<file path="src/common/tec_cfg.svh">
// Constants of the four-channel 16-bit timer/event counter.
// Assumes inclusion by bare name from the package and the design files.
`ifndef TEC_CFG_SVH
`define TEC_CFG_SVH
`define TEC_NUM_CH 4
`define TEC_NUM_PIN 4
`define TEC_NUM_CLK 8
`define TEC_PRE_W 7
`define TEC_CNT_W 16
`define TEC_CNT_MAX 16'hffff
`define TEC_CNT_RD_STOP 16'h0000
`define TEC_ADDR_W 9
`define TEC_CH_MSB 8
`define TEC_CH_LSB 6
`define TEC_REG_MSB 5
`define TEC_REG_LSB 2
`define TEC_REG_CTL0 4'h0
`define TEC_REG_CTL1 4'h1
`define TEC_REG_IOC0 4'h2
`define TEC_REG_IOC1 4'h3
`define TEC_REG_IOC2 4'h4
`define TEC_REG_OPT0 4'h5
`define TEC_REG_COMPARE_BUFFER_0 4'h6
`define TEC_REG_COMPARE_BUFFER_1 4'h7
`define TEC_REG_CNT 4'h8
`define TEC_CTL0_CE 7
`define TEC_CKS_LSB 0
`define TEC_MD_LSB 0
`define TEC_CTL1_EEE 5
`define TEC_CTL1_EST 6
`define TEC_INV_LSB 2
`define TEC_ESB_LSB 2
`define TEC_ES_RISE 0
`define TEC_ES_FALL 1
`define TEC_MD_INTERVAL 3'h0
`define TEC_MD_EXTTRIG 3'h1
`define TEC_MD_ONESHOT 3'h2
`define TEC_MD_FREERUN 3'h5
`define TEC_IN_MASK 4'h5
`define TEC_TRIG_MASK 4'hd
`define TEC_OUT_MASK 8'ha3
`endif

</file>
<file path="src/common/tec_pkg.sv">
// Types shared by the timer/event counter design files.
// Assumes the constants header is on the include path.
`include "tec_cfg.svh"
package tec_pkg;
   typedef logic [`TEC_CNT_W-1:0] tec_cnt_t;

   typedef struct packed {
      logic ce;
      logic [2:0] cks;
      logic [2:0] md;
      logic eee;
      logic [3:0] ioc0;
      logic [3:0] ioc1;
      logic [1:0] ioc2;
      logic [1:0] opt0;
      tec_cnt_t compare_buffer_0;
      tec_cnt_t compare_buffer_1;
      tec_cnt_t buf0;
      tec_cnt_t buf1;
      tec_cnt_t cnt;
      logic run;
      logic [1:0] tog;
      logic [1:0] pin;
      logic irq0;
      logic irq1;
      logic ovf;
   } tec_ch_t;

   typedef struct packed {
      tec_ch_t [`TEC_NUM_CH-1:0] ch;
      logic [`TEC_PRE_W-1:0] pre;
      logic pready;
      logic pslverr;
      logic [31:0] prdata;
   } tec_top_t;

   typedef struct packed {
      logic [`TEC_NUM_PIN-1:0] s1;
      logic [`TEC_NUM_PIN-1:0] s2;
      logic [`TEC_NUM_PIN-1:0] s3;
   } tec_sync_t;
endpackage : tec_pkg

</file>
<file path="src/common/tec_edge_if.sv">
// Edge pulses from the pin edge detector to the timer core.
// Assumes both ends run on the same clock.
`timescale 1ns/1ps
`include "tec_cfg.svh"
interface tec_edge_if #(parameter int NP = `TEC_NUM_PIN);
   logic [NP-1:0] rise;
   logic [NP-1:0] fall;
   modport det (output rise, output fall);
   modport user (input rise, input fall);
endinterface : tec_edge_if

</file>
<file path="src/hdl/tec_edge_det.sv">
// Synchroniser and edge detector for the timer input pins.
// Assumes asynchronous pins and an already synchronised reset.
`timescale 1ns/1ps
`include "tec_cfg.svh"
module tec_edge_det
   import tec_pkg::*;
#(
   parameter int NP = `TEC_NUM_PIN
) (
   // Clock and reset.
   input wire logic ref_clk,
   input wire logic rst_n,
   // Raw pins.
   input wire logic [NP-1:0] pin,
   // Edge pulses.
   tec_edge_if.det edges
);
   if (NP != `TEC_NUM_PIN) begin : g_chk
      $error("tec_edge_det: pin count must match the state type");
   end

   tec_sync_t st;
   tec_sync_t next_st;

   always_comb begin
      next_st = st;
      next_st.s1 = pin;
      next_st.s2 = st.s1;
      next_st.s3 = st.s2;
   end

   always_ff @(posedge ref_clk or negedge rst_n) begin
      if (!rst_n) begin
         st <= '0;
      end else begin
         st <= next_st;
      end
   end

   // Only the second and third stages are compared, never the first.
   for (genvar i = 0; i < NP; i++) begin : g_edge
      assign edges.rise[i] = st.s2[i] & ~st.s3[i];
      assign edges.fall[i] = ~st.s2[i] & st.s3[i];
   end
endmodule : tec_edge_det

</file>
<file path="src/hdl/tec_top.sv">
// Four-channel 16-bit timer/event counter with an APB register slave.
// Assumes an APB master on ref_clk and asynchronous timer input pins.
`timescale 1ns/1ps
`include "tec_cfg.svh"
module tec_top
   import tec_pkg::*;
(
   // Clock and reset.
   input wire logic ref_clk,
   input wire logic resetn,
   // APB slave.
   input wire logic psel,
   input wire logic penable,
   input wire logic pwrite,
   input wire logic [`TEC_ADDR_W-1:0] paddr,
   input wire logic [31:0] pwdata,
   output logic [31:0] prdata,
   output logic pready,
   output logic pslverr,
   // Timer input pins.
   input wire logic timer_input_a_ch0,
   input wire logic timer_input_b_ch0,
   input wire logic timer_input_a_ch2,
   input wire logic timer_input_b_ch2,
   // Timer output pins.
   output logic timer_output_a_ch0,
   output logic timer_output_b_ch0,
   output logic timer_output_ch2,
   output logic timer_output_ch3,
   // Interrupt requests, one bit per channel.
   output logic [`TEC_NUM_CH-1:0] match_irq_0,
   output logic [`TEC_NUM_CH-1:0] match_irq_1,
   output logic [`TEC_NUM_CH-1:0] ovf_irq
);
   localparam logic [`TEC_NUM_CH-1:0] IN_MASK = `TEC_IN_MASK;
   localparam logic [`TEC_NUM_CH-1:0] TRIG_MASK = `TEC_TRIG_MASK;
   localparam logic [2*`TEC_NUM_CH-1:0] OUT_MASK = `TEC_OUT_MASK;
   localparam logic [2:0] NUM_CH = 3'h4;

   tec_top_t st;
   tec_top_t next_st;
   logic [1:0] rst_sync;
   logic rst_n;
   logic [`TEC_NUM_PIN-1:0] pin_raw;

   tec_edge_if #(.NP(`TEC_NUM_PIN)) edges ();

   // The release edge is aligned to ref_clk so that no flop sees it late.
   always_ff @(posedge ref_clk or negedge resetn) begin
      if (!resetn) begin
         rst_sync <= 2'h0;
      end else begin
         rst_sync <= {rst_sync[0], 1'b1};
      end
   end
   assign rst_n = rst_sync[1];

   assign pin_raw = {timer_input_b_ch2, timer_input_a_ch2,
                     timer_input_b_ch0, timer_input_a_ch0};

   tec_edge_det #(.NP(`TEC_NUM_PIN)) u_edge (
      .ref_clk(ref_clk),
      .rst_n(rst_n),
      .pin(pin_raw),
      .edges(edges)
   );

   function automatic logic edge_hit(input logic [1:0] sel,
                                     input logic r,
                                     input logic f);
      edge_hit = (sel[`TEC_ES_RISE] & r) | (sel[`TEC_ES_FALL] & f);
   endfunction : edge_hit

   always_comb begin
      logic [`TEC_NUM_CLK-1:0] tick;
      logic acc;
      logic wr;
      logic sw_trig;
      logic hit_a;
      logic hit_b;
      logic evt;
      logic cap0;
      logic cap1;
      logic oneshot;
      logic trig_ok;
      logic trig;
      logic cnt_tick;
      logic upd;
      logic restart;
      logic [2:0] ch_i;
      logic [3:0] reg_i;
      logic [31:0] rd;
      tec_cnt_t ncnt;
      int pa;
      tick = '0;
      sw_trig = 1'b0;
      hit_a = 1'b0;
      hit_b = 1'b0;
      evt = 1'b0;
      cap0 = 1'b0;
      cap1 = 1'b0;
      oneshot = 1'b0;
      trig_ok = 1'b0;
      trig = 1'b0;
      cnt_tick = 1'b0;
      upd = 1'b0;
      restart = 1'b0;
      ncnt = '0;
      pa = 0;
      rd = '0;
      acc = 1'b0;
      wr = 1'b0;
      ch_i = '0;
      reg_i = '0;
      next_st = st;
      next_st.pre = st.pre + 1'b1;
      // Rate k ticks once every 2**k cycles.
      tick[0] = 1'b1;
      for (int k = 1; k < `TEC_NUM_CLK; k++) begin
         tick[k] = tick[k-1] & st.pre[k-1];
      end

      ch_i = paddr[`TEC_CH_MSB:`TEC_CH_LSB];
      reg_i = paddr[`TEC_REG_MSB:`TEC_REG_LSB];
      acc = psel & penable & st.pready;
      wr = acc & pwrite & (ch_i < NUM_CH);
      // One wait state: the answer is prepared while pready is low.
      next_st.pready = psel & penable & ~st.pready;
      next_st.pslverr = 1'b0;
      next_st.prdata = '0;
      if (next_st.pready) begin
         if (ch_i >= NUM_CH) begin
            next_st.pslverr = 1'b1;
         end else if (!pwrite) begin
            case (reg_i)
               `TEC_REG_CTL0: begin
                  rd[`TEC_CTL0_CE] = st.ch[ch_i[1:0]].ce;
                  rd[`TEC_CKS_LSB +: 3] = st.ch[ch_i[1:0]].cks;
               end
               `TEC_REG_CTL1: begin
                  rd[`TEC_MD_LSB +: 3] = st.ch[ch_i[1:0]].md;
                  rd[`TEC_CTL1_EEE] = st.ch[ch_i[1:0]].eee;
               end
               `TEC_REG_IOC0: rd[3:0] = st.ch[ch_i[1:0]].ioc0;
               `TEC_REG_IOC1: rd[3:0] = st.ch[ch_i[1:0]].ioc1;
               `TEC_REG_IOC2: rd[1:0] = st.ch[ch_i[1:0]].ioc2;
               `TEC_REG_OPT0: rd[1:0] = st.ch[ch_i[1:0]].opt0;
               `TEC_REG_COMPARE_BUFFER_0: rd[15:0] = st.ch[ch_i[1:0]].compare_buffer_0;
               `TEC_REG_COMPARE_BUFFER_1: rd[15:0] = st.ch[ch_i[1:0]].compare_buffer_1;
               `TEC_REG_CNT: begin
                  // A stopped counter reads zero though it holds all ones.
                  rd[15:0] = st.ch[ch_i[1:0]].ce ?
                             st.ch[ch_i[1:0]].cnt :
                             `TEC_CNT_RD_STOP;
               end
               default: begin
                  rd = '0;
               end
            endcase
            next_st.prdata = rd;
         end
      end

      // The hidden buffers have no address; only the registers do.
      if (wr) begin
         case (reg_i)
            `TEC_REG_CTL0: begin
               next_st.ch[ch_i[1:0]].ce = pwdata[`TEC_CTL0_CE];
               next_st.ch[ch_i[1:0]].cks = pwdata[`TEC_CKS_LSB +: 3];
            end
            `TEC_REG_CTL1: begin
               next_st.ch[ch_i[1:0]].md = pwdata[`TEC_MD_LSB +: 3];
               next_st.ch[ch_i[1:0]].eee = pwdata[`TEC_CTL1_EEE];
            end
            `TEC_REG_IOC0: next_st.ch[ch_i[1:0]].ioc0 = pwdata[3:0];
            `TEC_REG_IOC1: next_st.ch[ch_i[1:0]].ioc1 = pwdata[3:0];
            `TEC_REG_IOC2: next_st.ch[ch_i[1:0]].ioc2 = pwdata[1:0];
            `TEC_REG_OPT0: next_st.ch[ch_i[1:0]].opt0 = pwdata[1:0];
            `TEC_REG_COMPARE_BUFFER_0: next_st.ch[ch_i[1:0]].compare_buffer_0 = pwdata[15:0];
            `TEC_REG_COMPARE_BUFFER_1: next_st.ch[ch_i[1:0]].compare_buffer_1 = pwdata[15:0];
            default: begin
               next_st.ch[ch_i[1:0]].cnt = st.ch[ch_i[1:0]].cnt;
            end
         endcase
      end

      for (int c = 0; c < `TEC_NUM_CH; c++) begin
         pa = c & 2;
         hit_a = IN_MASK[c] & edge_hit(st.ch[c].ioc1[1:0],
                 edges.rise[pa], edges.fall[pa]);
         hit_b = IN_MASK[c] &
                 edge_hit(st.ch[c].ioc1[`TEC_ESB_LSB +: 2],
                 edges.rise[pa+1], edges.fall[pa+1]);
         evt = IN_MASK[c] & edge_hit(st.ch[c].ioc2,
               edges.rise[pa], edges.fall[pa]);
         // The first pin counts events, else triggers and captures independently.
         cap0 = IN_MASK[c] & st.ch[c].opt0[0] & ~st.ch[c].eee;
         cap1 = IN_MASK[c] & st.ch[c].opt0[1];
         oneshot = st.ch[c].md == `TEC_MD_ONESHOT;
         trig_ok = TRIG_MASK[c] &
                   (oneshot | (st.ch[c].md == `TEC_MD_EXTTRIG));
         sw_trig = wr & (ch_i[1:0] == c[1:0]) &
                   (reg_i == `TEC_REG_CTL1) & pwdata[`TEC_CTL1_EST];
         // Channel 3 has no input pin, so evt is zero there.
         trig = trig_ok & (sw_trig | (evt & ~st.ch[c].eee));
         cnt_tick = (IN_MASK[c] & st.ch[c].eee) ? evt :
                    tick[st.ch[c].cks];
         upd = 1'b0;
         restart = 1'b0;
         ncnt = st.ch[c].cnt;
         next_st.ch[c].irq0 = 1'b0;
         next_st.ch[c].irq1 = 1'b0;
         next_st.ch[c].ovf = 1'b0;
         if (!st.ch[c].ce) begin
            ncnt = `TEC_CNT_MAX;
            next_st.ch[c].run = 1'b0;
            next_st.ch[c].tog = 2'h0;
            next_st.ch[c].buf0 = st.ch[c].compare_buffer_0;
            next_st.ch[c].buf1 = st.ch[c].compare_buffer_1;
         end else if (trig & ~(oneshot & st.ch[c].run)) begin
            ncnt = '0;
            upd = 1'b1;
            restart = 1'b1;
            next_st.ch[c].run = 1'b1;
         end else if (cnt_tick & (st.ch[c].run | ~trig_ok)) begin
            upd = 1'b1;
            if (!st.ch[c].run) begin
               ncnt = '0;
               restart = 1'b1;
               next_st.ch[c].run = 1'b1;
            end else if (st.ch[c].md != `TEC_MD_FREERUN && !cap0 &&
                         st.ch[c].cnt == st.ch[c].buf0) begin
               ncnt = '0;
               restart = 1'b1;
               if (oneshot) begin
                  ncnt = `TEC_CNT_MAX;
                  upd = 1'b0;
                  restart = 1'b0;
                  next_st.ch[c].run = 1'b0;
               end
            end else begin
               ncnt = st.ch[c].cnt + 1'b1;
               next_st.ch[c].ovf = st.ch[c].cnt == `TEC_CNT_MAX;
               restart = next_st.ch[c].ovf;
            end
         end
         // Buffers reload at a restart and while the channel is stopped, so a cycle never sees a mix.
         if (restart) begin
            next_st.ch[c].buf0 = st.ch[c].compare_buffer_0;
            next_st.ch[c].buf1 = st.ch[c].compare_buffer_1;
         end
         next_st.ch[c].cnt = ncnt;
         if (upd & ~cap0 & (ncnt == next_st.ch[c].buf0)) begin
            next_st.ch[c].irq0 = 1'b1;
         end
         if (upd & ~cap1 & (ncnt == next_st.ch[c].buf1)) begin
            next_st.ch[c].irq1 = 1'b1;
         end
         // A capture edge beats a software write in the same cycle.
         if (cap0 & hit_a) begin
            next_st.ch[c].compare_buffer_0 = st.ch[c].cnt;
            next_st.ch[c].irq0 = 1'b1;
         end
         if (cap1 & hit_b) begin
            next_st.ch[c].compare_buffer_1 = st.ch[c].cnt;
            next_st.ch[c].irq1 = 1'b1;
         end
         if (st.ch[c].ce) begin
            next_st.ch[c].tog = st.ch[c].tog ^
               {next_st.ch[c].irq1, next_st.ch[c].irq0};
         end
         for (int k = 0; k < 2; k++) begin
            next_st.ch[c].pin[k] = OUT_MASK[2*c+k] &
               st.ch[c].ioc0[k] &
               (next_st.ch[c].tog[k] ^ st.ch[c].ioc0[`TEC_INV_LSB+k]);
         end
      end
   end

   always_ff @(posedge ref_clk or negedge rst_n) begin
      if (!rst_n) begin
         st <= '0;
      end else begin
         st <= next_st;
      end
   end

   assign prdata = st.prdata;
   assign pready = st.pready;
   assign pslverr = st.pslverr;
   assign timer_output_a_ch0 = st.ch[0].pin[0];
   assign timer_output_b_ch0 = st.ch[0].pin[1];
   assign timer_output_ch2 = st.ch[2].pin[1];
   assign timer_output_ch3 = st.ch[3].pin[1];

   for (genvar c = 0; c < `TEC_NUM_CH; c++) begin : g_irq
      assign match_irq_0[c] = st.ch[c].irq0;
      assign match_irq_1[c] = st.ch[c].irq1;
      assign ovf_irq[c] = st.ch[c].ovf;
   end

   AST_STOP_HOLD: assert property (@(posedge ref_clk) disable iff (!rst_n)
      !st.ch[0].ce ##1 !st.ch[0].ce |-> st.ch[0].cnt == `TEC_CNT_MAX)
      else $error("stopped counter not at all ones");

   AST_RD_STOP: assert property (@(posedge ref_clk) disable iff (!rst_n)
      psel && penable && !pready && !pwrite &&
      paddr[`TEC_REG_MSB:`TEC_REG_LSB] == `TEC_REG_CNT &&
      paddr[`TEC_CH_MSB:`TEC_CH_LSB] == 3'h1 && !st.ch[1].ce
      |=> pready && prdata == 32'h0)
      else $error("stopped counter did not read zero");

   AST_RESET_STOP: assert property (@(posedge ref_clk)
      $rose(rst_n) |-> st.ch == '0)
      else $error("channel state not cleared by reset");

   AST_MATCH0: assert property (@(posedge ref_clk) disable iff (!rst_n)
      st.ch[1].irq0 |-> st.ch[1].cnt == st.ch[1].buf0 ##1 !st.ch[1].irq0
      || st.ch[1].cnt == st.ch[1].buf0)
      else $error("match 0 without equal count");

   AST_MATCH1: assert property (@(posedge ref_clk) disable iff (!rst_n)
      st.ch[3].irq1 |-> st.ch[3].cnt == st.ch[3].buf1)
      else $error("match 1 without equal count");

   AST_BUF_LOAD: assert property (@(posedge ref_clk) disable iff (!rst_n)
      !st.ch[2].ce ##1 !st.ch[2].ce ##1 !st.ch[2].ce
      |-> st.ch[2].buf0 == $past(st.ch[2].compare_buffer_0))
      else $error("compare buffer 0 not loaded");

   AST_NO_CAPTURE: assert property (@(posedge ref_clk) disable iff (!rst_n)
      !(psel && penable && pready && pwrite)
      |=> $stable(st.ch[3].compare_buffer_0) && $stable(st.ch[3].compare_buffer_1))
      else $error("compare-only channel register changed by itself");

   AST_OVF: assert property (@(posedge ref_clk) disable iff (!rst_n)
      st.ch[2].ovf |-> st.ch[2].cnt == '0 &&
      $past(st.ch[2].cnt) == `TEC_CNT_MAX)
      else $error("overflow without wrap");

   AST_OUT_OFF: assert property (@(posedge ref_clk) disable iff (!rst_n)
      !st.ch[2].ioc0[1] |=> !timer_output_ch2)
      else $error("disabled output driven high");

   AST_CNT_STEP: assert property (@(posedge ref_clk) disable iff (!rst_n)
      $past(st.ch[1].run) && st.ch[1].run &&
      st.ch[1].cnt != $past(st.ch[1].cnt)
      |-> st.ch[1].cnt == tec_cnt_t'($past(st.ch[1].cnt) + 1'b1) ||
      st.ch[1].cnt == '0)
      else $error("counter moved by other than one");
endmodule : tec_top

</file>
<file path="config.mk">
export PLATFORM = sky130hd
export DESIGN_NAME = tec_top
export DESIGN_NICKNAME = d
export VERILOG_FILES = /design/src/common/tec_pkg.sv /design/src/common/tec_edge_if.sv /design/src/hdl/tec_edge_det.sv /design/src/hdl/tec_top.sv
export VERILOG_INCLUDE_DIRS = /design/src /design/src/common
export SDC_FILE = /design/constraint.sdc
export NUM_CORES = 1
export LEC_CHECK = 0
export BUFFER_PORTS_ARGS = -buffer_cell sky130_fd_sc_hd__buf_4
export CAP_MARGIN = 20
export CORE_ASPECT_RATIO = 0.8
export CORE_MARGIN = 3
export CORE_UTILIZATION = 25
export DETAILED_ROUTE_END_ITERATION = 7
export PLACE_DENSITY = 0.38
export SYNTH_ARGS = -nofsm -noshare
export SYNTH_HDL_FRONTEND = slang
export SYNTH_SLANG_ARGS = --single-unit
</file>
<file path="constraint.sdc">
create_clock -name ref_clk -period 18.7 [get_ports ref_clk]
set_clock_uncertainty 0.2 [all_clocks]
set_input_delay 2.805 -clock ref_clk [delete_from_list [all_inputs] [get_ports ref_clk]]
set_output_delay 2.805 -clock ref_clk [all_outputs]
set_load 0.02 [all_outputs]
</file>
==> results, run 1 <==
- The flow ran to the end, and the final reports show no timing, DRC or antenna violations.
- The share of synthesized area in the top cell type comes to 0.451.
- Dividing total power by cell area gives a power density of 77.1 nW/um^2.
- The global-route wire length before repair is 147 mm.
- The largest net degree at the start of global routing is 145.
- The HPWL after detailed placement is 75.8 mm.
- The synthesized design contains 0 enable-type register cells.
- STA classifies the critical path startpoint as a primary input.
- The area inside the core boundary is 101,000 sq um.
- The count of buffers inserted at the top-level ports is 65.
- In the routed layout, each cell is associated on average with a via count of 5.34.
- The tree built by TritonCTS fans out to 463 sinks.
- The post-detailed-route DRC marker count is 0.
- In the final layout, the share of cells above drive strength 1 is 0.209.
- The peak supply drop is 63.1 uV.
- The number of hold violations in the final report is 0.
- For this run, the total global-route usage over all layers was measured as 0.188.
- The count of yosys warnings during synthesis is 0.
- The number of buffers added by the clock tree synthesis step is 55.
- The endpoint kind of the worst setup timing path is a flop.
- The final clock period utilization by the worst path is 0.414.
- The aggregate global routing overflow is 0.
- The number of antenna violations at the first check in global routing is 14.
- The level count of the clock H-tree is 2.
- The depth of the worst register-to-register path is 14.
- The CTS root buffer is sky130_fd_sc_hd__clkbuf_16.
- The share of the synthesized area in compound gates (AO/OA/AOI/OAI) is 0.130.
- Routability-driven placement finished with a final weighted congestion of 0.855.
- Setup violations remaining at the end of the flow were counted as 0.
- The register clock-pin slew on the reported worst setup and hold paths is 0.06 ns.
- In this run the tightest slew margin relative to its limit is 0.240.
- The first-pass detailed-route iteration total is 5.
- The initial DRC count is 1,980.
- The number of nets in the finished design is 2,522.
- The layer with the highest usage after global routing is met1.
- The final max-slew violation count is 0.
- The number of placement rows is 104.
- The xor/xnor share of the synthesized area is 0.0572.
- Of the total synthesized cell area, the portion taken by AND, OR, NAND and NOR gates is 0.146.
- 100 I/O pins were placed.
- In the post-synthesis netlist, the biggest area contributors are sky130_fd_sc_hd__dfrtp_1 45%, sky130_fd_sc_hd__mux2_2 9.6%, sky130_fd_sc_hd__mux4_2 6.0%.
- In this run the critical register-to-register path is captured at timer_output_b_ch0.
- By area, the combinational part of the netlist is dominated by multiplexers.
- In this run the mean area of a mapped cell was 10.3 sq um.
- Setup repair after global routing left no endpoint under its margin.
- The register-to-register setup slack is 12.77 ns.
- The number of distinct library cells after synthesis is 97.
- The largest total area in the synthesized netlist belongs to sky130_fd_sc_hd__dfrtp_1.
- The worst flop-to-flop path startpoint is st[34].
- Tracing the worst setup path back leads to its startpoint at paddr[7].
- The worst path arrival time is 8.03 ns.
- The cell count of the worst hold path is 0.
- The die area is 107,000 sq um.
- Along the worst path, the maximum fanout reaches 58.
- Synthesis inferred 463 register bits.
- The routing usage on met1 is 0.286.
- Across all layers, the routed design uses 20,500 vias.
- In this run, post-CTS repair resized a total of 0 instances.
- The leakage dissipation is 0.0116 uW.
- The met2 track demand over resource in global routing is 0.281.
- The post-route worst setup slack is 10.95 ns.
- The routed design could run at a clock period as short as 7.75 ns.
- In the synthesized netlist the async set-or-reset flop fraction comes to 1.00.
- The share of the Yosys chip area taken by registers is 0.451.
- The cell area that synthesis handed to floorplanning was 25,700 sq um.
- After detailed routing, the total wire length is 102 mm.
- The routed length per placed instance is 26.6 um.
- In this run the worst hold path is classified as flop to flop.
- Of the total synthesized cell area, the portion taken by full adders, half adders and majority gates is 0.00292.
- In this run the vertical extent of the chip is 293 um.
- Buffers inserted to repair hold after CTS numbered 0.
- For the pin with the worst max-slew slack, the measured transition is 1.14 ns.
- The required time of the critical path is 18.99 ns.
- For this run, global-route usage on met3 was measured as 0.0262.
- The insertion delay to the later sink of the worst-skew pair is 0.62 ns.
- The number of buffers inserted to repair setup after CTS is 0.
- Timing would allow up to 129 MHz.
- The leading register cell type out of synthesis is sky130_fd_sc_hd__dfrtp_1.
- Of the post-synthesis cell area, the part taken by muxes is 0.166.
- The critical path in this run is classified as primary input to flop.
- Max-cap violations in this run came to 0.
- The number of buffers on the longest clock path is 3.
- The width of the die is 365 um.
- The most critical setup path has its endpoint at timer_output_ch3.
- For this configuration, the core starts out at a cell density of 0.254.
- The number of global-route vias before repair is 20,000.
- TritonCTS built the clock tree.
- The post-synthesis to final-layout area growth is 13.0%.
- In the synthesized netlist, the number of instances is 2,500.
- At the placement stage, the worst setup path has a slack of 10.28 ns.
- The setup TNS is 0 ns.
- Once detail routing completed, the nets flagged for antenna violations numbered 0.
==> cells by family (layout without fill, tap and decap cells) <==
logic type                 Yosys count  in the layout
other                                2             18
AOI/OAI and AO/OA                  535            535
DFF                                463            463
xor gates and xnor gates           168            168
adders and majority gates            6              6
muxes                              312            312
and+or+nand+nor                    755            755
buffers and inverters              259            248
==> cells in the mapped netlist, drive strengths merged (10+ instances only) <==
cell type / instances
o211ai: 26
buf: 92
mux4: 68
xor2: 69
and4: 10
mux2: 221
nand2b: 15
nand3: 98
nand4: 59
a31oi: 25
a22oi: 26
a21oi: 184
nor2: 135
nor2b: 10
nor4: 28
o2111ai: 10
a211oi: 13
dfrtp: 463
nand3b: 17
mux2i: 23
xnor2: 99
o21ai: 143
and2: 10
nand2: 262
clkbuf: 122
inv: 44
nor3: 24
and3: 41
o22ai: 15
==> flip-flops by register name (all words and copies together) (netlist names) <==
signal / flops
match_irq_0: 4
match_irq_1: 4
ovf_irq: 4
prdata: 16
pready: 1
pslverr: 1
rst_sync: 2
st: 415
timer_output_a_ch0: 1
timer_output_b_ch0: 1
timer_output_ch2: 1
timer_output_ch3: 1
u_edge.next_st: 8
u_edge.st: 4
==> worst max-delay path, cell delays in order <==
cell and delay [ns]:
sky130_fd_sc_hd__buf_4 0.28, sky130_fd_sc_hd__buf_4 0.68, sky130_fd_sc_hd__nand2_1 0.16, sky130_fd_sc_hd__nor3b_1 0.58, sky130_fd_sc_hd__nand3_1 0.75, sky130_fd_sc_hd__nand2_1 0.40, sky130_fd_sc_hd__nor2_4 0.06, sky130_fd_sc_hd__buf_4 0.28
sky130_fd_sc_hd__mux2i_1 0.35, sky130_fd_sc_hd__xor2_1 0.40, sky130_fd_sc_hd__nand4_1 0.15, sky130_fd_sc_hd__or3b_1 0.40, sky130_fd_sc_hd__a21boi_0 0.13, sky130_fd_sc_hd__or4_1 0.51
==> area by class of cell <==
type,instances,area (sq um)
Sequential cell,463,11600
Inverter,45,169
Fill cell,10500,72200
Timing Repair Buffer,108,828
Multi-Input combinational cell,1793,13000
Clock inverter,11,118
Tap cell,1325,1660
Antenna cell,1,2.50
Clock buffer,84,1670
==> how the worst min path moves through the flow <==
stage | startpoint | endpoint | slack [ns]
finish | u_edge.next_st[4] | u_edge.next_st[0] | 0.15
global route | rst_sync[0] | rst_sync[1] | 0.16
CTS | u_edge.next_st[4] | u_edge.next_st[0] | 0.15
detailed placement | u_edge.next_st[4] | u_edge.next_st[0] | 0.14
global placement | u_edge.next_st[4] | u_edge.next_st[0] | 0.14
floorplan | rst_sync[0] | rst_sync[1] | 0.13
==> cell usage in the layout, fill, tap and decap left out, types with 10 or more instances in the layout <==
master,instances
sky130_fd_sc_hd__dfrtp_1,462
sky130_fd_sc_hd__nand2_1,262
sky130_fd_sc_hd__mux2_2,220
sky130_fd_sc_hd__a21oi_1,178
sky130_fd_sc_hd__nor2_1,133
sky130_fd_sc_hd__o21ai_0,129
sky130_fd_sc_hd__buf_4,105
sky130_fd_sc_hd__xnor2_1,99
sky130_fd_sc_hd__nand3_1,98
sky130_fd_sc_hd__xor2_1,69
sky130_fd_sc_hd__mux4_2,68
sky130_fd_sc_hd__nand4_1,58
sky130_fd_sc_hd__clkbuf_16,55
sky130_fd_sc_hd__inv_1,44
sky130_fd_sc_hd__and3_1,41
sky130_fd_sc_hd__nor4_1,25
sky130_fd_sc_hd__o211ai_1,25
sky130_fd_sc_hd__a31oi_1,25
sky130_fd_sc_hd__a22oi_1,25
sky130_fd_sc_hd__nor3_1,23
sky130_fd_sc_hd__mux2i_1,21
sky130_fd_sc_hd__clkbuf_8,18
sky130_fd_sc_hd__nand3b_1,17
sky130_fd_sc_hd__conb_1,17
sky130_fd_sc_hd__nand2b_1,15
sky130_fd_sc_hd__o22ai_1,15
sky130_fd_sc_hd__a211oi_1,12
sky130_fd_sc_hd__o21ai_1,11
sky130_fd_sc_hd__clkbuf_1,11
sky130_fd_sc_hd__nor2b_1,10
sky130_fd_sc_hd__and4_1,10
sky130_fd_sc_hd__o2111ai_1,10
==> where the power goes <==
group | internal [uW] | switching [uW]
registers | 1010 | 15.7
logic | 41.1 | 86.9
clock network | 634 | 453
==> routing by layer <==
| layer | vias to the layer above | part of all wire |
|---|---|---|
| li1 | 8988 | - |
| met1 | 10700 | 0.48 |
| met2 | 682 | 0.43 |
| met3 | 127 | 0.061 |
| met4 | 2 | 0.022 |
| met5 | - | 0.00013 |
==> through the flow <==
stage / util / hold slack [ns] / instance area (sq um) / instances / total power (uW)
4_1_cts: 0.287 / 0.152 / 29000 / 3827 / 2280
2_1_floorplan: - / 0.131 / 25800 / 2515 / 1120
5_1_grt: 0.287 / 0.165 / 29100 / 3829 / 2330
6_report: 0.287 / 0.149 / 29100 / 3830 / 2240
3_5_place_dp: 0.269 / 0.138 / 27300 / 3732 / 1170
3_3_place_gp: 0.269 / 0.139 / 27200 / 3731 / 1170
No activity file was read; power rests on OpenSTA's default activity.
==> inputs of run 2 (changes only) <==
==> constraint.sdc (replaced) <==
create_clock -name ref_clk -period 8.05 [get_ports ref_clk]
set_clock_uncertainty 0.2 [all_clocks]
set_input_delay 1.2075 -clock ref_clk [delete_from_list [all_inputs] [get_ports ref_clk]]
set_output_delay 1.2075 -clock ref_clk [all_outputs]
set_load 0.02 [all_outputs]
==> run 2 against run 1 <==
  * Wire length hardly changed
  * First-iteration DRC count is 3.4% lower
  * Core utilization is 0.20 points higher
  * Combinational power is 140% higher
  * Hold slack better by 0.0021 ns
  * Via count is 0.43% lower
  * Sequential share of layout area is 0.27 points lower
  * Die area stayed put
  * Worst setup slack worse by 8.8 ns
  * Largest power group unchanged
==> results, run 2 (synthesis results as in run 1) <==
- The flow ran to the end, and the final reports show no timing, DRC or antenna violations.
- The initial DRC count is 1,913 (-3.4%).
- The register-to-register setup slack came to 2.11 ns (-10.66 ns).
- The final max-slew violation count was 0 (unchanged).
- The die area is 107,000 sq um (unchanged).
- Tracing the worst setup path back leads to its startpoint at st[34].
- The routed length per placed instance is 26.6 um (-0.12%).
- The maximum clock rate is 168 MHz.
- The routing usage on met1 is 0.288 (+0.00238).
- The count of buffers inserted at the top-level ports is 65 (unchanged).
- The total wire length after detailed routing is 102 mm (about the same).
- The number of nets in the finished design came to 2,523 (+0.040%).
- The register clock-pin slew on the reported worst setup and hold paths is 0.06 ns (about the same).
- The final clock period utilization by the worst path is 0.738.
- The part of the power in the clock network is 0.501 (+0.016).
- The level count of the clock H-tree is 2 (unchanged).
- The insertion delay to the later sink of the worst-skew pair is 0.64 ns (+0.02 ns).
- The destination of the worst hold path is u_edge.next_st[0].
- The post-cts sizing count is 0 (unchanged).
- The starting density of the core is 0.254 (unchanged).
- The CTS root buffer is sky130_fd_sc_hd__clkbuf_16.
- The area inside the core boundary is 101,000 sq um (unchanged).
- The end-of-flow core utilization is 0.289 (+0.00195).
- The number of hold violations in the final report was 0 (unchanged).
- The required time of the critical path was 8.35 ns (-10.64 ns).
- The worst path arrival time came to 6.24 ns (-1.79 ns).
- The total net switching power is 1330 uW (+140%).
- From synthesis to final layout, the design area changed by 13.8%.
- The routability-driven placement congestion ratio is 0.879 (+2.8%).
- The mean number of vias per cell is 5.31 (-0.61%).
- The depth of the worst register-to-register path is 15 (+1).
- The number of global-route vias before repair is 19,800 (-0.86%).
- The leakage dissipation came to 0.0117 uW (+0.77%).
- TritonCTS built the clock tree.
- The I/O pin count was 100 (unchanged).
- The most common cell after layout, fill and taps aside is sky130_fd_sc_hd__dfrtp_1.
- The half-perimeter wire length after placement was 75.9 mm (+0.13%).
- The worst setup slack before clock tree synthesis is 1.76 ns (-8.53 ns).
- The post-detailed-route DRC marker count is 0 (unchanged).
- For the finished layout, the period the worst path requires is 5.94 ns.
- The capturing point of the worst reg2reg path is timer_output_b_ch0.
- The startpoint kind of the worst setup timing path is a flop.
- The number of placement rows was 104 (unchanged).
- In this run the critical register-to-register path is launched from st[34].
- The peak supply drop is 142 uV (+130%).
- The met3 usage in global routing is 0.0224 (-0.00378).
- The die span in y is 293 um (unchanged).
- The width of the die was 365 um (unchanged).
- The number of maximum-capacitance violations was 0 (unchanged).
- The combinational power share came to 0.056 (about the same).
- The met2 track demand over resource in global routing is 0.283 (+0.00190).
- The number of antenna violations at the first check in global routing is 5 (-9).
- The worst hold path startpoint is u_edge.next_st[4].
- The register with the most flip-flops is st.
- The layer with the highest usage after global routing is met1.
- The worst-case headroom to the max-slew limit came to 0.268 (+0.0274).
- The cell count of the worst hold path is 0 (unchanged).
- The number of nets with antenna violations after detailed routing was 0 (unchanged).
- The maximum fanout encountered on the critical timing path is 19 (-67%).
- The aggregate global routing overflow is 0 (unchanged).
- The top cell types in the final layout, fill and taps aside, are 462 x sky130_fd_sc_hd__dfrtp_1, 262 x sky130_fd_sc_hd__nand2_1, 220 x sky130_fd_sc_hd__mux2_2, 178 x sky130_fd_sc_hd__a21oi_1, 133 x sky130_fd_sc_hd__nor2_1.
- The post-route total power is 5370 uW (+140%).
- The number of buffers added by the clock tree synthesis step is 55 (unchanged).
- The number of diodes added for antenna fixing is 0 (-1).
- The final number of setup-violating endpoints was 0 (unchanged).
- The endpoint kind of the worst setup timing path is a flop.
- The worst setup path is of the flop to flop kind.
- The ratio of cells with drive above 1 in the final layout is 0.214 (+0.00531).
- The global-route wire length before repair is 147 mm (-0.13%).
- The aggregate global-route resource usage came to 0.189 (+0.000221).
- The number of fill cells was 10,500 (+0.14%).
- The setup TNS is 0 ns (unchanged).
- Setup repair after global routing left no endpoint under its margin.
- The total number of clock tree sinks was 463 (unchanged).
- The internal portion of total power was 4050 uW (+140%).
- The number of buffers on the longest clock path is 3 (unchanged).
- The largest net degree at the start of global routing came to 138 (-4.8%).
- The worst min-delay path category is flop to flop.
- The via count of the routed design is 20,400 (-0.43%).
- The number of flip-flops under the largest register name is 415 (unchanged).
- The switching power as a share of total power is 0.247 (-0.000450).
- The post-route worst setup slack is 2.11 ns (-8.85 ns).
- The slew of the pin with the lowest slew margin is 1.09 ns (-0.0409 ns).
- The sequential share of power came to 0.443 (-0.015).
- The first-pass detailed-route iteration total is 6 (+1).
- The power density over the cells is 184 nW/um^2 (+140%).
## run 2: area by class of cell
type	count	area, sq um	share of cell area
Timing Repair Buffer	109	871	0.0298
Inverter	45	169	0.00577
Multi-Input combinational cell	1793	13000	0.446
Clock inverter	25	304	0.0104
Clock buffer	77	1630	0.0557
Tap cell	1325	1660	0.0567
Sequential cell	463	11600	0.396
## run 2: how the worst max path moves through the flow
stage                          to  slack, ns
2_1_floorplan      match_irq_0[0]       0.31
6_report       timer_output_b_ch0       2.11
5_1_grt        timer_output_b_ch0       1.72
3_3_place_gp               st[46]       1.82
4_1_cts        timer_output_b_ch0       2.15
3_5_place_dp               st[46]       1.76
## run 2: what timing repair did
| item | CTS | global route |
|---|---|---|
| endpoints found under the setup margin | 0 | 0 |
| hold buffers | 0 | 1 |
| buffers inserted | 0 | 0 |
| endpoints found under the hold margin | 0 | 5 |
## run 2: power groups by stage
stage               clock (uW)  sequential (uW)  combinational (uW)
global placement             0             2430                 293
CTS                       2770             2390                 296
floorplan                    0             2430                 176
finish                    2690             2380                 301
global route              2880             2380                 332
detailed placement           0             2430                 295
## run 2: critical path, cell delays in order (launching register included)
cell and delay [ns]:
sky130_fd_sc_hd__dfrtp_1 0.50, sky130_fd_sc_hd__ha_1 0.35, sky130_fd_sc_hd__ha_1 0.38, sky130_fd_sc_hd__mux2i_1 0.12, sky130_fd_sc_hd__a2111oi_0 0.45, sky130_fd_sc_hd__a211o_1 0.42
sky130_fd_sc_hd__nand2_1 0.54, sky130_fd_sc_hd__o21ai_2 0.60, sky130_fd_sc_hd__buf_4 0.32, sky130_fd_sc_hd__o21ai_0 0.18, sky130_fd_sc_hd__and3_1 0.21, sky130_fd_sc_hd__nor4_1 0.68
sky130_fd_sc_hd__nand4_1 0.27, sky130_fd_sc_hd__a22oi_1 0.24, sky130_fd_sc_hd__nand3b_1 0.19, sky130_fd_sc_hd__mux2i_1 0.16
## run 2: routing by layer
layer,vias to the layer above,routed length (um)
li1,9003,-
met5,-,0
met4,0,1920
met1,10600,49900
met2,681,44600
met3,100,5560
## run 2: through the flow
step	std cells	area, sq um	hold WS, ns
floorplan	2515	25800	0.131
global placement	3731	27300	0.136
detailed placement	3731	27300	0.136
CTS	3833	29200	0.114
global route	3837	29300	0.128
finish	3837	29300	0.151
==> inputs of run 3 (changes only) <==
--- a/config.mk
+++ b/config.mk
@@ -6,13 +6,14 @@
 export SDC_FILE = /design/constraint.sdc
 export NUM_CORES = 1
 export LEC_CHECK = 0
+export ABC_AREA = 1
 export BUFFER_PORTS_ARGS = -buffer_cell sky130_fd_sc_hd__buf_4
 export CAP_MARGIN = 20
 export CORE_ASPECT_RATIO = 0.8
 export CORE_MARGIN = 3
 export CORE_UTILIZATION = 25
 export DETAILED_ROUTE_END_ITERATION = 7
-export PLACE_DENSITY = 0.38
+export PLACE_DENSITY = 0.39
 export SYNTH_ARGS = -nofsm -noshare
 export SYNTH_HDL_FRONTEND = slang
 export SYNTH_SLANG_ARGS = --single-unit
==> constraint.sdc (replaced) <==
create_clock -name ref_clk -period 5.1 [get_ports ref_clk]
set_clock_uncertainty 0.2 [all_clocks]
set_input_delay 0.765 -clock ref_clk [delete_from_list [all_inputs] [get_ports ref_clk]]
set_output_delay 0.765 -clock ref_clk [all_outputs]
set_load 0.02 [all_outputs]
==> run 3 against run 2 <==
  * Via count is 33% higher
  * Sequential share of layout area is 3.3 points lower
  * Count of clock-buffer cells in the layout stayed put
  * Non-clock buffer count is 61 higher
  * Core utilization is 0.35 points higher
  * Global-route usage is 3.2 points higher
  * Critical path depth is 10 higher
  * Power grew to 2.8 times the previous value
  * Fmax is 29% higher
  * First-iteration DRC count is 57% higher
  * Hold slack worse by 0.026 ns
  * Final cell count is 37% higher
  * Critical path type unchanged
==> results, run 3 <==
- The worst-case headroom to the max-slew limit came to 0.261 (-0.00700).
- The aggregate global routing overflow is 0 (unchanged).
- The synthesized area per cell is 7.36 sq um (-28%).
- The top cell types in the final layout, fill and taps aside, are 1,064 x sky130_fd_sc_hd__nand2_1, 462 x sky130_fd_sc_hd__dfrtp_1, 399 x sky130_fd_sc_hd__inv_1, 326 x sky130_fd_sc_hd__o21ai_0, 204 x sky130_fd_sc_hd__nor2_1.
- STA classifies the critical path startpoint as a flop.
- The level count of the clock H-tree came to 2 (unchanged).
- The ratio of cells with drive above 1 in the final layout was 0.101 (-0.113).
- The number of maximum-capacitance violations is 0 (unchanged).
- The count of buffers inserted at the top-level ports is 65 (unchanged).
- The number of nets in the finished design was 3,852 (+53%).
- The leakage dissipation is 0.0148 uW (+26%).
- The slew of the pin with the lowest slew margin is 1.11 ns (+0.0133 ns).
- Summed over all instances, the cell type with the most area after synthesis is sky130_fd_sc_hd__dfrtp_1.
- By area the synthesized netlist is led by sky130_fd_sc_hd__dfrtp_1 42%, sky130_fd_sc_hd__nand2_1 14%, sky130_fd_sc_hd__o21ai_0 5.9%.
- The via count of the routed design was 27,100 (+33%).
- The post-cts sizing count is 0 (unchanged).
- STA classifies the critical path endpoint as a flop.
- For this run, the leading register cell type out of synthesis is sky130_fd_sc_hd__dfrtp_1.
- The critical path start-end classification is flop to flop.
- The number of buffers added by the clock tree synthesis step is 58 (+5.5%).
- In this run the critical register-to-register path is captured at timer_output_b_ch0.
- The number of placement rows was 108 (+3.8%).
- The count of yosys warnings during synthesis is 0 (unchanged).
- The final clock period utilization by the worst path is 0.903 (+0.165).
- The global-route wire length before repair was 187 mm (+27%).
- The post-route minimum period is 4.61 ns (-1.34 ns).
- The number of hold violations in the final report is 0 (unchanged).
- The register clock-pin slew on the reported worst setup and hold paths is 0.06 ns (about the same).
- The routability-driven placement congestion ratio is 0.889 (+1.1%).
- The post-synthesis to final-layout area growth is 15.2%.
- The peak supply drop is 246 uV (+73%).
- The number of nets with antenna violations after detailed routing came to 0 (unchanged).
- The min-delay analysis places its worst path in the category flop to async pin.
- The total wire length after detailed routing is 130 mm (+27%).
- The first-pass detailed-route iteration total is 5 (-1).
- The final number of setup-violating endpoints came to 0 (unchanged).
- The synthesized cell area came to 27,700 sq um (+7.8%).
- The multi-input logic area is 13,400 sq um (+3.1%).
- The worst setup slack before clock tree synthesis came to 0.294 ns (-1.46 ns).
- The I/O pin count was 100 (unchanged).
- The depth of the worst register-to-register path is 25 (+10).
- In the post-synthesis netlist, the cell with the most instances is sky130_fd_sc_hd__nand2_1.
- The starting density of the core is 0.254 (about the same).
- The number of cells produced by synthesis was 3,765 (+51%).
- The width of the die is 378 um (+3.8%).
- The number of flip-flops under the largest register name is 415 (unchanged).
- The sequential cell area fraction in the yosys report is 0.418 (-0.0327).
- The commonest cells after synthesis are 1,067 x sky130_fd_sc_hd__nand2_1, 463 x sky130_fd_sc_hd__dfrtp_1, 401 x sky130_fd_sc_hd__inv_1, 326 x sky130_fd_sc_hd__o21ai_0, 208 x sky130_fd_sc_hd__nor2_1.
- The number of synthesized flops with an enable pin came to 0 (unchanged).
- The maximum clock rate is 217 MHz (+29%).
- The TritonCTS clock tree is yes.
- The final max-slew violation count came to 0 (unchanged).
- The die area is 115,000 sq um (+7.7%).
- The number of antenna violations at the first check in global routing came to 8 (+3).
- The initial DRC count is 2,999 (+57%).
- The number of global-route vias before repair is 25,500 (+28%).
- The area inside the core boundary came to 109,000 sq um (+7.9%).
- The largest net degree at the start of global routing is 121 (-12%).
- The root buffer cell chosen for the clock tree is sky130_fd_sc_hd__clkbuf_16.
- The number of fill cells is 12,000 (+13%).
- The total number of clock tree sinks is 463 (unchanged).
- The fraction of registers with async set/reset is 1.00 (unchanged).
- The number of hold-repair buffers added at the cts stage is 5 (+5).
- The startpoint identified for the worst register-to-register timing path is st[34].
- The total of flip-flops plus latches after synthesis is 463 (unchanged).
- The aggregate global-route resource usage was 0.221 (+0.0324).
- The maximum fanout encountered on the critical timing path is 21 (+2).
- The post-route worst setup slack is 0.493 ns (-1.61 ns).
- The number of buffers on the longest clock path came to 3 (unchanged).
- The power density over the cells is 477 nW/um^2 (+160%).
- More flip-flops sit in one register than any other, and that register is st.
- The routed length per placed instance came to 24.6 um (-7.5%).
- The register-to-register setup slack is 0.49 ns (-1.61 ns).
- The run finished with clean final reports.
- The source of the critical timing path is st[34].
- The die span in y came to 304 um (+3.8%).
- The mean number of vias per cell was 5.13 (-3.4%).
- The insertion delay to the later sink of the worst-skew pair is 0.70 ns (+0.06 ns).
- The setup TNS is 0 ns (unchanged).
- The worst path arrival time was 5.02 ns (-1.22 ns).
- Setup repair after global routing left no endpoint under its margin.
- The required time of the critical path is 5.52 ns (-2.83 ns).
- The half-perimeter wire length after placement is 96.6 mm (+27%).
- The number of buffers inserted to repair setup after CTS is 0 (unchanged).
- The post-detailed-route DRC marker count is 0 (unchanged).
- The share of the synthesized area in the top cell type is 0.418 (-0.0327).
- The library cell used most frequently in the layout, excluding fill and tap cells, is sky130_fd_sc_hd__nand2_1.
- The number of distinct library cells after synthesis is 59 (-39%).
- The flip-flop and latch area was 11,600 sq um (unchanged).
run 3: changes by cell type after synthesis, moves of 33 or more:
cell / delta
sky130_fd_sc_hd__nand2_1: +805
sky130_fd_sc_hd__inv_1: +357
sky130_fd_sc_hd__mux2_2: -220
sky130_fd_sc_hd__o21ai_0: +197
sky130_fd_sc_hd__o22ai_1: +122
sky130_fd_sc_hd__nand3_1: +99
sky130_fd_sc_hd__xnor2_1: -84
sky130_fd_sc_hd__a22oi_1: +79
sky130_fd_sc_hd__nor2_1: +75
sky130_fd_sc_hd__o221ai_1: +69
sky130_fd_sc_hd__mux4_2: -68
sky130_fd_sc_hd__and3_1: -41
sky130_fd_sc_hd__inv_2: +33
run 3: report_power, final:
part / switching, uW / internal (uW) / total, uW / leakage, uW
Combinational: 3500 / 1630 / 5130 / 0.00805
Sequential: 1000 / 4450 / 5450 / 0.00571
Clock: 1900 / 2760 / 4660 / 0.00104
Total: 6400 / 8840 / 15200 / 0.0148
run 3: final cells by class:
type / count / area share
sequential: 463 / 0.363
multi-input combinational: 2663 / 0.421
tap: 1430 / 0.0560
antenna: 1 / 0.0000784
inverter: 440 / 0.0518
clock inverter: 29 / 0.0148
timing repair buffer: 170 / 0.0423
clock buffer: 77 / 0.0511
run 3: critical path, cell delays in order (launching register included):
cell,delay (ns)
sky130_fd_sc_hd__dfrtp_1,0.41
sky130_fd_sc_hd__ha_1,0.35
sky130_fd_sc_hd__ha_1,0.36
sky130_fd_sc_hd__nand2_1,0.19
sky130_fd_sc_hd__nor2_2,0.24
sky130_fd_sc_hd__nand2_1,0.07
sky130_fd_sc_hd__nand2_1,0.06
sky130_fd_sc_hd__nand2_1,0.06
sky130_fd_sc_hd__nand3_1,0.15
sky130_fd_sc_hd__nand2_2,0.15
sky130_fd_sc_hd__nor2_1,0.20
sky130_fd_sc_hd__nand2_4,0.15
sky130_fd_sc_hd__nand3_4,0.29
sky130_fd_sc_hd__buf_12,0.21
sky130_fd_sc_hd__nand2_1,0.08
sky130_fd_sc_hd__o21ai_1,0.12
sky130_fd_sc_hd__nand2_1,0.07
sky130_fd_sc_hd__nand2_1,0.07
sky130_fd_sc_hd__nand2_1,0.09
sky130_fd_sc_hd__nor2_1,0.15
sky130_fd_sc_hd__nand3_1,0.20
sky130_fd_sc_hd__nand3_1,0.14
sky130_fd_sc_hd__nand3_2,0.22
sky130_fd_sc_hd__nand2_1,0.12
sky130_fd_sc_hd__nand2_1,0.05
sky130_fd_sc_hd__nor2_1,0.14
run 3: worst max-delay path by stage:
stage and end:
2_1_floorplan match_irq_0[0], 3_3_place_gp timer_output_b_ch0, 3_5_place_dp timer_output_b_ch0, 4_1_cts timer_output_b_ch0, 5_1_grt timer_output_b_ch0, 6_report timer_output_b_ch0
run 3: kinds of logic (layout without fill, tap and decap cells):
family / count (synthesis) / count (layout) / share of synthesized area
other cells: 2 / 18 / 0.000271
xor+xnor: 91 / 91 / 0.0288
compound gates: 900 / 900 / 0.197
fa+ha+maj: 6 / 6 / 0.00271
buf+inv: 654 / 716 / 0.101
simple gates: 1649 / 1649 / 0.252
flops: 463 / 463 / 0.418
run 3: per-stage QoR:
stage	cell area, sq um	cells	util	hold WS (ns)	total power, uW
6_report	31900	5273	0.292	0.125	15200
5_1_grt	31900	5272	0.292	0.154	16200
4_1_cts	31900	5272	0.292	0.111	15300
3_5_place_dp	29800	5161	0.273	0.136	10500
3_3_place_gp	29800	5161	0.273	0.132	10600
2_1_floorplan	27800	3780	-	0.131	8570
run 3: metal layers:
metal | GRT usage | vias up | wire length (um)
met3 | 0.0420 | 143 | 9740
met1 | 0.341 | 13200 | 63700
met2 | 0.310 | 1070 | 52600
met4 | 0.0576 | 2 | 3450
met5 | 0 | - | 13
li1 | - | 12700 | -
